[config.mk]
export PLATFORM = sky130hd
export DESIGN_NAME = ifd_instr_decode
export DESIGN_NICKNAME = d
export VERILOG_FILES = /design/src/design/ifd_phase_gen.v /design/src/design/ifd_table_ptr.v /design/src/design/ifd_instr_decode.v
export VERILOG_INCLUDE_DIRS = /design/src /design/src/design
export SDC_FILE = /design/constraint.sdc
export NUM_CORES = 1
export LEC_CHECK = 0
export ABC_AREA = 1
export ABC_CLOCK_PERIOD_IN_PS = 9200
export BUFFER_PORTS_ARGS = -buffer_cell sky130_fd_sc_hd__buf_2
export CAP_MARGIN = 20
export CORE_UTILIZATION = 55
export DETAILED_ROUTE_END_ITERATION = 12
export HOLD_SLACK_MARGIN = 0.02
export PLACE_DENSITY = 0.81
export SLEW_MARGIN = 20
export SYNTH_ARGS = -nofsm -noshare
export SYNTH_HDL_FRONTEND = slang
export SYNTH_SLANG_ARGS = --single-unit
[constraint.sdc]
create_clock -name clk_sys -period 9.2 [get_ports clk_sys]
set_clock_uncertainty 0.15 [all_clocks]
set_input_delay 1.38 -clock clk_sys [delete_from_list [all_inputs] [get_ports clk_sys]]
set_output_delay 1.38 -clock clk_sys [all_outputs]
set_load 0.01 [all_outputs]
[src/design/ifd_defs.vh]
// Purpose: shared constants of the instruction format decoder
// Assumes: included by every ifd design file by its bare name
// Notes: offsets are byte addresses on the plain register port
`ifndef IFD_DEFS_VH
`define IFD_DEFS_VH
// Register offsets
`define IFD_REG_CTRL 8'h00
`define IFD_REG_STAT 8'h04
`define IFD_REG_TPTR 8'h08
`define IFD_REG_TLAT 8'h0C
`define IFD_REG_ICNT 8'h10
`define IFD_CTRL_RUN 0
`define IFD_CTRL_RST 1'b0
// Instruction cycle phases
`define IFD_PH_FIRST 2'h0
`define IFD_PH_TBL 2'h1
`define IFD_PH_LAST 2'h3
// Field positions
`define IFD_PFX 4'hF
`define IFD_PFX_RNG 15:12
`define IFD_F_RNG 7:0
`define IFD_D_BIT 9
`define IFD_A_BIT 8
`define IFD_B_RNG 11:9
`define IFD_W12_RNG 11:0
`define IFD_N11_RNG 10:0
`define IFD_N8_RNG 7:0
`define IFD_CALL_S_BIT 8
`define IFD_RET_S_BIT 0
`define IFD_IPS_RNG 5:4
`define IFD_KHI_RNG 3:0
`define IFD_TM_RNG 1:0
// Format classes from the opcode lookup
`define IFD_C_OTHER 4'h0
`define IFD_C_BYTE 4'h1
`define IFD_C_BYTE_SKIP 4'h2
`define IFD_C_BIT 4'h3
`define IFD_C_BIT_SKIP 4'h4
`define IFD_C_LIT 4'h5
`define IFD_C_MOVE2 4'h6
`define IFD_C_GOTO2 4'h7
`define IFD_C_CALL2 4'h8
`define IFD_C_LDPTR2 4'h9
`define IFD_C_BRA 4'hA
`define IFD_C_BCOND 4'hB
`define IFD_C_RET 4'hC
`define IFD_C_TBLRD 4'hD
`define IFD_C_TBLWT 4'hE
// Literal widths
`define IFD_LW_8 2'h0
`define IFD_LW_12 2'h1
`define IFD_LW_20 2'h2
// Table pointer modes
`define IFD_TM_KEEP 2'h0
`define IFD_TM_POSTINC 2'h1
`define IFD_TM_POSTDEC 2'h2
`define IFD_TM_PREINC 2'h3
// Reset values
`define IFD_TPTR_RST 21'h000000
`define IFD_TLAT_RST 8'h00
`endif

[src/design/ifd_phase_gen.v]
// Purpose: divides the oscillator clock into four instruction phases
// Assumes: clk_sys is the oscillator clock
// Notes: runs free so phase alignment never depends on software
`timescale 1ns/10ps
`include "ifd_defs.vh"
module ifd_phase_gen (
	input wire clk_sys,
	input wire rst,
	output reg [1:0] phase_ff,
	output wire q_first,
	output wire q_last
);
	// Two-bit counter wraps every four clocks
	always @(posedge clk_sys or posedge rst) begin
		if (rst) begin
			phase_ff <= `IFD_PH_FIRST;
		end else begin
			phase_ff <= phase_ff + 2'h1;
		end
	end

	// Phase strobes
	assign q_first = (phase_ff == `IFD_PH_FIRST);
	assign q_last = (phase_ff == `IFD_PH_LAST);
endmodule

[src/design/ifd_table_ptr.v]
// Purpose: table pointer and table latch with pointer modes
// Assumes: memory read data arrive the cycle after tbl_mem_rd
// Notes: a table operation beats a software pointer write in the same cycle; landing read data beat a latch write
`timescale 1ns/10ps
`include "ifd_defs.vh"
module ifd_table_ptr (
	input wire clk_sys,
	input wire rst,
	input wire op_go,
	input wire op_read,
	input wire [1:0] op_mode,
	input wire sw_ptr_wr,
	input wire sw_lat_wr,
	input wire [20:0] sw_wdata,
	input wire [7:0] tbl_mem_rdata,
	output reg [20:0] ptr_ff,
	output reg [7:0] lat_ff,
	output reg [20:0] tbl_mem_addr,
	output reg tbl_mem_rd,
	output reg tbl_mem_wr
);
	reg rd_pend_ff;
	reg [20:0] nxt_ptr;
	reg [20:0] acc_addr;

	// Access address and pointer update per mode
	always @* begin
		acc_addr = ptr_ff;
		nxt_ptr = ptr_ff;
		case (op_mode)
		`IFD_TM_KEEP: nxt_ptr = ptr_ff;
		`IFD_TM_POSTINC: nxt_ptr = ptr_ff + 21'h000001;
		`IFD_TM_POSTDEC: nxt_ptr = ptr_ff - 21'h000001;
		`IFD_TM_PREINC: begin
			acc_addr = ptr_ff + 21'h000001;
			nxt_ptr = acc_addr;
		end
		default: nxt_ptr = ptr_ff;
		endcase
	end

	// Pointer, latch and memory strobes
	always @(posedge clk_sys or posedge rst) begin
		if (rst) begin
			ptr_ff <= `IFD_TPTR_RST;
			lat_ff <= `IFD_TLAT_RST;
			tbl_mem_addr <= `IFD_TPTR_RST;
			tbl_mem_rd <= 1'b0;
			tbl_mem_wr <= 1'b0;
			rd_pend_ff <= 1'b0;
		end else begin
			tbl_mem_rd <= op_go & op_read;
			tbl_mem_wr <= op_go & ~op_read;
			rd_pend_ff <= tbl_mem_rd;
			if (op_go) begin
				tbl_mem_addr <= acc_addr;
				ptr_ff <= nxt_ptr;
			end else if (sw_ptr_wr) begin
				ptr_ff <= sw_wdata;
			end
			// Read data land in the latch one cycle after the strobe
			if (rd_pend_ff) begin
				lat_ff <= tbl_mem_rdata;
			end else if (sw_lat_wr) begin
				lat_ff <= sw_wdata[7:0];
			end
		end
	end
endmodule

[src/design/ifd_instr_decode.v]
// Purpose: splits instruction words into operand fields and paces cycles
// Assumes: fetch_class comes from the opcode lookup with fetch_word
// Notes: fields are raw views; exec_class says which ones matter
`timescale 1ns/10ps
`include "ifd_defs.vh"
module ifd_instr_decode (
	input wire clk_sys,
	input wire rst,
	input wire [7:0] reg_addr,
	input wire [31:0] reg_wdata,
	input wire reg_wr,
	input wire reg_rd,
	output reg [31:0] reg_rdata,
	input wire [15:0] fetch_word,
	input wire [3:0] fetch_class,
	output wire fetch_take,
	input wire cond_true,
	input wire [3:0] bank_select_register,
	output wire [1:0] icyc_phase,
	output wire icyc_start,
	output reg exec_valid,
	output reg exec_nop,
	output reg [3:0] exec_class,
	output reg dest_to_file,
	output reg access_ram,
	output reg [3:0] ram_bank,
	output reg [7:0] file_addr,
	output reg [2:0] bit_sel,
	output reg [7:0] bit_mask,
	output reg [19:0] lit_value,
	output reg [1:0] lit_width,
	output reg [1:0] indirect_pointer_sel,
	output reg [11:0] move_source_address,
	output reg [11:0] move_destination_address,
	output reg [19:0] branch_value,
	output reg branch_relative,
	output reg shadow_save,
	output reg shadow_restore,
	output wire [20:0] tbl_mem_addr,
	output wire tbl_mem_rd,
	output wire tbl_mem_wr,
	output wire [7:0] tbl_mem_wdata,
	input wire [7:0] tbl_mem_rdata
);
	// Sequencer states
	localparam ST_FIRST = 2'h0;
	localparam ST_SECOND = 2'h1;
	localparam ST_FLUSH = 2'h2;
	localparam ST_SKIP2 = 2'h3;

	reg [1:0] state_ff;
	reg [1:0] nxt_state;
	reg run_ff;
	reg skip_ff;
	reg nxt_skip;
	reg flush_dbl_ff;
	reg [15:0] first_ff;
	reg [1:0] table_pointer_mode_field;
	reg [31:0] icnt_ff;
	reg [31:0] nxt_rdata;
	wire [1:0] phase;
	wire q_first;
	wire q_last;
	wire pfx_word;
	wire tbl_go;
	wire [20:0] program_table_pointer;
	wire [7:0] table_transfer_latch;

	// True for the four classes that span two words
	function is_double;
		input [3:0] cls;
		begin
			is_double = (cls == `IFD_C_MOVE2) |
				(cls == `IFD_C_GOTO2) |
				(cls == `IFD_C_CALL2) |
				(cls == `IFD_C_LDPTR2);
		end
	endfunction

	// True for classes whose outcome rides on the condition input
	function is_cond;
		input [3:0] cls;
		begin
			is_cond = (cls == `IFD_C_BYTE_SKIP) |
				(cls == `IFD_C_BIT_SKIP) |
				(cls == `IFD_C_BCOND);
		end
	endfunction

	// Sign extends an 11-bit or 8-bit offset to 20 bits
	function [19:0] sext;
		input [10:0] v;
		input long;
		begin
			if (long) begin
				sext = {{9{v[10]}}, v};
			end else begin
				sext = {{12{v[7]}}, v[7:0]};
			end
		end
	endfunction

	ifd_phase_gen u_phase (
		.clk_sys(clk_sys),
		.rst(rst),
		.phase_ff(phase),
		.q_first(q_first),
		.q_last(q_last)
	);

	// Words are taken only at the start of a running cycle
	assign icyc_phase = phase;
	assign icyc_start = q_first;
	assign fetch_take = q_first & run_ff;
	assign pfx_word = (fetch_word[`IFD_PFX_RNG] == `IFD_PFX);

	// Table pointer works one phase after the decode lands
	assign tbl_go = (phase == `IFD_PH_TBL) & run_ff & exec_valid &
		((exec_class == `IFD_C_TBLRD) | (exec_class == `IFD_C_TBLWT));
	assign tbl_mem_wdata = table_transfer_latch;

	ifd_table_ptr u_tptr (
		.clk_sys(clk_sys),
		.rst(rst),
		.op_go(tbl_go),
		.op_read(exec_class == `IFD_C_TBLRD),
		.op_mode(table_pointer_mode_field),
		.sw_ptr_wr(reg_wr & (reg_addr == `IFD_REG_TPTR)),
		.sw_lat_wr(reg_wr & (reg_addr == `IFD_REG_TLAT)),
		.sw_wdata(reg_wdata[20:0]),
		.tbl_mem_rdata(tbl_mem_rdata),
		.ptr_ff(program_table_pointer),
		.lat_ff(table_transfer_latch),
		.tbl_mem_addr(tbl_mem_addr),
		.tbl_mem_rd(tbl_mem_rd),
		.tbl_mem_wr(tbl_mem_wr)
	);

	// Field decode at the start of each instruction cycle
	always @(posedge clk_sys or posedge rst) begin
		if (rst) begin
			exec_valid <= 1'b0;
			exec_nop <= 1'b0;
			exec_class <= `IFD_C_OTHER;
			dest_to_file <= 1'b0;
			access_ram <= 1'b0;
			ram_bank <= 4'h0;
			file_addr <= 8'h00;
			bit_sel <= 3'h0;
			bit_mask <= 8'h00;
			lit_value <= 20'h00000;
			lit_width <= `IFD_LW_8;
			indirect_pointer_sel <= 2'h0;
			move_source_address <= 12'h000;
			move_destination_address <= 12'h000;
			branch_value <= 20'h00000;
			branch_relative <= 1'b0;
			shadow_save <= 1'b0;
			shadow_restore <= 1'b0;
			first_ff <= 16'h0000;
			table_pointer_mode_field <= `IFD_TM_KEEP;
			flush_dbl_ff <= 1'b0;
		end else if (q_first) begin
			exec_valid <= 1'b0;
			exec_nop <= 1'b0;
			shadow_save <= 1'b0;
			shadow_restore <= 1'b0;
			if (run_ff) begin
				case (state_ff)
				ST_FIRST: begin
					if (pfx_word) begin
						// Lone second word runs as a no-op
						exec_nop <= 1'b1;
					end else begin
						first_ff <= fetch_word;
						exec_class <= fetch_class;
						// Byte and bit operand views
						file_addr <= fetch_word[`IFD_F_RNG];
						dest_to_file <= fetch_word[`IFD_D_BIT];
						access_ram <= ~fetch_word[`IFD_A_BIT];
						// Bank is forced to zero in access RAM
						ram_bank <= fetch_word[`IFD_A_BIT] ?
							bank_select_register : 4'h0;
						bit_sel <= fetch_word[`IFD_B_RNG];
						bit_mask <= 8'h01 <<
							fetch_word[`IFD_B_RNG];
						// Literal and pointer views
						lit_value <= {12'h000,
							fetch_word[`IFD_F_RNG]};
						lit_width <= `IFD_LW_8;
						indirect_pointer_sel <=
							fetch_word[`IFD_IPS_RNG];
						move_source_address <=
							fetch_word[`IFD_W12_RNG];
						table_pointer_mode_field <=
							fetch_word[`IFD_TM_RNG];
						shadow_restore <=
							(fetch_class == `IFD_C_RET) &
							fetch_word[`IFD_RET_S_BIT];
						// Branch operand view by class
						case (fetch_class)
						`IFD_C_BRA: begin
							branch_value <= sext(
								fetch_word[`IFD_N11_RNG],
								1'b1);
							branch_relative <= 1'b1;
						end
						`IFD_C_BCOND: begin
							branch_value <= sext({3'h0,
								fetch_word[`IFD_N8_RNG]},
								1'b0);
							branch_relative <= 1'b1;
						end
						default: begin
							branch_value <= {12'h000,
								fetch_word[`IFD_N8_RNG]};
							branch_relative <= 1'b0;
						end
						endcase
						// Double-word fields complete next cycle
						exec_valid <= ~is_double(fetch_class);
					end
				end
				ST_SECOND: begin
					exec_valid <= 1'b1;
					move_destination_address <=
						fetch_word[`IFD_W12_RNG];
					case (exec_class)
					`IFD_C_GOTO2, `IFD_C_CALL2: begin
						branch_value <= {fetch_word[`IFD_W12_RNG],
							first_ff[`IFD_N8_RNG]};
						branch_relative <= 1'b0;
						lit_value <= {fetch_word[`IFD_W12_RNG],
							first_ff[`IFD_N8_RNG]};
						lit_width <= `IFD_LW_20;
						shadow_save <=
							(exec_class == `IFD_C_CALL2) &
							first_ff[`IFD_CALL_S_BIT];
					end
					`IFD_C_LDPTR2: begin
						lit_value <= {8'h00,
							first_ff[`IFD_KHI_RNG],
							fetch_word[`IFD_N8_RNG]};
						lit_width <= `IFD_LW_12;
					end
					default: begin
						lit_width <= lit_width;
					end
					endcase
				end
				ST_FLUSH: begin
					// Note whether a skipped word opens a pair
					exec_nop <= 1'b1;
					flush_dbl_ff <= ~pfx_word &
						is_double(fetch_class);
				end
				ST_SKIP2: begin
					exec_nop <= 1'b1;
				end
				default: begin
					exec_nop <= 1'b1;
				end
				endcase
			end
		end
	end

	// Next state chosen once the condition is settled
	always @* begin
		nxt_state = state_ff;
		nxt_skip = skip_ff;
		case (state_ff)
		ST_FIRST: begin
			nxt_state = ST_FIRST;
			nxt_skip = 1'b0;
			if (exec_nop) begin
				nxt_state = ST_FIRST;
			end else if (is_double(exec_class)) begin
				nxt_state = ST_SECOND;
			end else if ((exec_class == `IFD_C_BRA) |
				(exec_class == `IFD_C_RET)) begin
				nxt_state = ST_FLUSH;
			end else if (is_cond(exec_class) & cond_true) begin
				nxt_state = ST_FLUSH;
				nxt_skip = (exec_class != `IFD_C_BCOND);
			end
		end
		ST_SECOND: begin
			nxt_state = ST_FIRST;
		end
		ST_FLUSH: begin
			// A skip over a pair eats its second word too
			if (skip_ff & flush_dbl_ff) begin
				nxt_state = ST_SKIP2;
			end else begin
				nxt_state = ST_FIRST;
			end
			nxt_skip = 1'b0;
		end
		ST_SKIP2: begin
			nxt_state = ST_FIRST;
		end
		default: begin
			nxt_state = ST_FIRST;
		end
		endcase
	end

	// Sequencer and cycle counter advance at the last phase
	always @(posedge clk_sys or posedge rst) begin
		if (rst) begin
			state_ff <= ST_FIRST;
			skip_ff <= 1'b0;
			icnt_ff <= 32'h00000000;
		end else if (q_last & run_ff) begin
			state_ff <= nxt_state;
			skip_ff <= nxt_skip;
			icnt_ff <= icnt_ff + 32'h00000001;
		end
	end

	// Control register; clearing run freezes the sequencer in place
	always @(posedge clk_sys or posedge rst) begin
		if (rst) begin
			run_ff <= `IFD_CTRL_RST;
		end else if (reg_wr & (reg_addr == `IFD_REG_CTRL)) begin
			run_ff <= reg_wdata[`IFD_CTRL_RUN];
		end
	end

	// Read mux; unmapped offsets read as zero
	always @* begin
		nxt_rdata = 32'h00000000;
		case (reg_addr)
		`IFD_REG_CTRL: nxt_rdata = {31'h00000000, run_ff};
		`IFD_REG_STAT: nxt_rdata = {24'h000000, flush_dbl_ff,
			skip_ff, exec_nop, exec_valid, phase, state_ff};
		`IFD_REG_TPTR: nxt_rdata = {11'h000, program_table_pointer};
		`IFD_REG_TLAT: nxt_rdata = {24'h000000, table_transfer_latch};
		`IFD_REG_ICNT: nxt_rdata = icnt_ff;
		default: nxt_rdata = 32'h00000000;
		endcase
	end

	// Read data stand only in the cycle after the strobe
	always @(posedge clk_sys or posedge rst) begin
		if (rst) begin
			reg_rdata <= 32'h00000000;
		end else if (reg_rd) begin
			reg_rdata <= nxt_rdata;
		end else begin
			reg_rdata <= 32'h00000000;
		end
	end
endmodule

Yosys cells after proc, flatten, opt, wreduce, memory -nomap -nowiden:

Cells that the tools add are included.

* bits in registers: 237
* output and inout port bits: 169
* word-level logic and storage cells: 169

* add/sub/neg operators: 4
* equality and inequality tests: 36
* shifts and indexed selects: 1
* multiplexer cells: 46
* bitwise gates (word level): 29
* reduce and logical (&&, ||, !) cells: 20

Operators with widths (count)
* case mux 20 bit (2 select lines): 4
* case mux 32 bit (5 select lines): 1
* 2-to-1 mux 21 bit: 3
* 2-to-1 mux 20 bit: 3
* == test 4 bit (second input constant): 13
* case mux 21 bit (2 select lines): 1
* adder 32 x 1 -> 32 bit (second input constant): 1
* 2-to-1 mux 32 bit: 1
* adder 21 x 1 -> 21 bit (second input constant): 1
* subtractor 21 x 1 -> 21 bit (second input constant): 1
* == test 4 x 3 -> 1 bit (second input constant): 5
* 2-to-1 mux 1 bit: 17
* == test 8 x 4 -> 1 bit (second input constant): 2
* 2-to-1 mux 8 bit: 2
* AND 1 bit: 15
* 2-to-1 mux 2 bit: 6
* == test 2 bit (second input constant): 5
* bitwise OR 1 bit: 10
* AND reduction 5 bit: 2
* OR reduction 2 bit: 5
* == test 8 x 3 -> 1 bit (second input constant): 1
* == test 8 x 5 -> 1 bit (second input constant): 1
* zero test 8 bit: 1
* case mux 1 bit (2 select lines): 4
* 17 further kinds: 31

Logic depth before layout (Yosys ltp):

* word-level depth: 9
* mapped depth: 13

Hierarchy:

Synthesis repeated with hierarchy kept, for this count alone.

* cell total of the unflattened synthesis: 1478
* area, all modules: 11320.9 um^2

By module, submodules not included
* ifd_instr_decode: instances 1, cells each 903, area each 7469.7 um^2, sequential area each 3928.8 um^2
* ifd_table_ptr: instances 1, cells each 568, area each 3764.9 um^2, sequential area each 1326.3 um^2
* ifd_phase_gen: instances 1, cells each 7, area each 86.3 um^2, sequential area each 50.0 um^2

Worst setup path after synthesis:

No wires, ideal clock.

* kind: in2reg
* start: input port reg_addr[1]
* end: register u_tptr.ptr_ff[5]
* setup time: 0.129 ns
* arrival time: 2.386 ns
* required time: 8.921 ns
* path slack: 6.535 ns
* stages on the path: 10
* cell sequence: nor2_2 -> nand2_1 -> nor2_2 -> nand3_1 -> nand2_1 -> nand2_2 -> buf_6 -> buf_6 -> a21oi_1 -> a22oi_1

* word-level cells in the longest chain between the ends: 4

RTL lines
* start: declaration: RTL line ifd_instr_decode.v:9 `input wire [7:0] reg_addr,`
* == test 8 x 4 -> 1 bit
* AND 1 bit: RTL line ifd_instr_decode.v:128 `` .sw_ptr_wr(reg_wr & (reg_addr == `IFD_REG_TPTR)), ``
* nonzero test 2 bit (no source line)
* AND reduction 2 bit (no source line)
* end signal: assignment: RTL line ifd_table_ptr.v:45 `` ptr_ff <= `IFD_TPTR_RST; ``
* end signal: assignment: RTL line ifd_table_ptr.v:57 `ptr_ff <= nxt_ptr;`
* end signal: assignment: RTL line ifd_table_ptr.v:59 `ptr_ff <= sw_wdata;`
* end: declaration: RTL line ifd_table_ptr.v:16 `output reg [20:0] ptr_ff,`

No other way between the ends.
A chain may end at the register's enable or synchronous reset.

Worst setup path after layout:

* start: register u_phase.phase_ff[0]
* end: output port fetch_take

* word-level cells in the longest chain between the ends: 2

RTL lines
* start: declaration: RTL line ifd_phase_gen.v:9 `output reg [1:0] phase_ff,`
* start signal: assignment: RTL line ifd_phase_gen.v:16 `` phase_ff <= `IFD_PH_FIRST; ``
* start signal: assignment: RTL line ifd_phase_gen.v:18 `phase_ff <= phase_ff + 2'h1;`
* zero test 2 bit (no source line)
* AND 1 bit: RTL line ifd_instr_decode.v:114 `assign fetch_take = q_first & run_ff;`
* end: declaration: RTL line ifd_instr_decode.v:16 `output wire fetch_take,`

No other way between the ends.

==> out/results.txt <==
outcome -> finished, final reports clean
Synth area leaders -> dfrtp_1, nand2_1, o21ai_0, nor2_1, inv_1
largest net degree at the start of global routing -> 146
Crit Path Category -> reg -> out
Post-synth EDFFs -> 0
Leak -> 0.00658 µW
cell area power density -> 287 nW/µm²
Worst R2R Start -> u_phase.phase_ff[1]$_DFF_PP0_
DP Cell Count -> 1811
vias in the first global route -> 9407
H-tree levels -> 1
1st-iter DRT viols -> 754
Final Routed Wirelength -> 31700 µm
# resized after CTS -> 0
DRC -> 0
placement row count -> 51
Synth top area share -> 48.7%
Worst-Skew Late Latency -> 530 ps
Worst slew margin -> 32.6%
crit path launch -> u_phase.phase_ff[0]$_DFF_PP0_
synthesized net count -> 1465
Post-synth top cells -> nand2_1, dfrtp_1, nor2_1, inv_1, o21ai_0
worst min path class -> reg -> reg
Sink Count -> 212
met2 Track Usage GR -> 50.6%
number of vias per cell -> 5.53
first-pass GRT wire length -> 49800 µm
hold path start -> u_tptr.tbl_mem_rd$_DFF_PP0_
Syn Area/Cell -> 7.88 µm²
Clock Tree Root -> clkbuf_16
via count -> 10276
DP HPWL -> 22400 µm
CTS clk-pin slew, worst paths -> 60 ps
Unique masters post-synth -> 45
Num CTS Buffers -> 24
Setup violations, final -> 0
RSZ-0062 raised after global routing -> no
maximum buffer depth of the clock tree -> 3
Die Area -> 20400 µm²
Post-CTS Setup Inserts -> 0
sequential cell area fraction in the yosys report -> 48.7%
Worst-Margin Slew -> 1010 ps
Post-Layout Cell Count -> 1857
met1 usage -> 41.1%
CTS tree -> done
DR WL/cell -> 17.1 µm
MaxCap Viol Count -> 0
port bufs -> 234
asr flop ratio synth -> 100%
hold slack -> 301 ps
Max VDD drop -> 0.000197 V
Final Cycle Share -> 37.4%
gr busiest metal -> met2
Crit. End Element -> output pin
Mapped Area -> 10900 µm²
share of layout cells above drive strength 1 -> 19.9%
Fillers -> 1647
YS warnings -> 0
antenna violations before repair -> 2
synthesized netlist cell count -> 1382
Register Area -> 5310 µm²
setup TNS -> 0 ps
GR Util met3 -> 6.71%
crit path time final -> 3440 ps
io pins -> 246
Area Overhead vs Synth -> 18.3%
Critical Path Source Type -> flip-flop
Die Y -> 143 µm
Post-DRT Antenna Nets -> 0
Top FF cell, synth -> dfrtp_1
most frequent cell after synthesis -> nand2_1
area of the multi-input gates -> 4640 µm²
nets@finish -> 1656
largest area contributor in the netlist -> dfrtp_1
RePlAce Congestion -> 0.926
initial cell density of the core -> 55.9%
critical path data arrival time -> 1910 ps
R2R Setup Slk -> 5930 ps
total track usage -> 31.4%
global route overflow -> 0
Synth Register Bits -> 212
Post-CTS Hold Buffers -> 0
worst-path fanout max -> 6
maximum clock rate -> 291 MHz
Hold Fails Final Rpt -> 0
die width -> 143 µm
fin. max-slew vios -> 0
Pre-antenna DRT Iters -> 7
CP required -> 7670 ps
core area -> 19500 µm²
## final cells by class
class	count	area share [%]
diodes	2	0.0389
inverters	151	4.46
clock inverters	7	0.768
repair buffers	238	9.48
multi-input cells	946	36.0
clock buffers	36	5.48
flip-flops and latches	212	41.2
well taps	265	2.57
## registers in the layout, summed over array words and instances, names as in the netlist, 4 cells and up
register and count:
bit_mask 8, branch_value 20, exec_class 4, u_tptr.lat_ff 8, icnt_ff 32, ram_bank 4, lit_value 20, move_destination_address 12
u_tptr.tbl_mem_addr 21, reg_rdata 32, u_tptr.ptr_ff 21, file_addr 7
## kinds of logic after synthesis
group           synth area share [%]
simple gates                    25.3
fa+ha+maj                      0.689
buf+inv                         8.80
flops                           48.7
xor+xnor                        3.38
compound gates                  13.1
## metrics by stage
| stage | power (µW) | utilization (%) | worst slack [ps] | instance area, µm² |
|---|---|---|---|---|
| finish | 3700 | 66.2 | 5760 | 12900 |
| global route | 3930 | 66.1 | 5660 | 12900 |
| CTS | 3690 | 66.0 | 5780 | 12800 |
| detailed placement | 2710 | 61.8 | 5330 | 12000 |
| global placement | 2680 | 61.8 | 5410 | 12000 |
| floorplan | 2260 | - | 1880 | 10900 |
## layout by cell type (no fill, tap or decap), drive strengths merged, types with 12 or more instances in the layout
master and instances:
o21ai 145, buf 238, o22ai 25, clkbuf 36
nor2 188, nand4 18, a31oi 12, a21oi 31
nand2 316, dfrtp 212, inv 150, xor2 39
nor3 29, nand3 91, o211ai 13
## worst max-delay path: stages (launching register included)
cell and delay, ps:
dfrtp_1 400, inv_1 130, ha_1 320, nand2_1 200
inv_1 160, buf_2 160
## path summary, 6_finish.rpt
check	end	depth (start not counted)
setup / recovery	fetch_take	5
hold / removal	u_tptr.rd_pend_ff$_DFF_PP0_	0
setup reg to reg	u_tptr.ptr_ff[12]$_DFFE_PP0P_	13
hold reg to reg	u_tptr.rd_pend_ff$_DFF_PP0_	0
max in group asynchronous	reg_rdata[4]$_DFF_PP0_	3
min in group asynchronous	u_tptr.tbl_mem_addr[1]$_DFFE_PP0P_	2
## power breakdown
group	internal [µW]	total, µW	leakage (µW)	switching, µW
clock	586	968	0.000393	382
sequential	1190	1470	0.00275	283
combinational	440	1260	0.00344	819
total	2220	3700	0.00658	1480
## layer usage
layer | wire length (µm) | vias up
met3 | 2880 | 94
li1 | - | 4856
met5 | 0 | -
met4 | 1320 | 0
met2 | 14600 | 507
met1 | 12900 | 4819
Power figures use the tool's default switching activity.
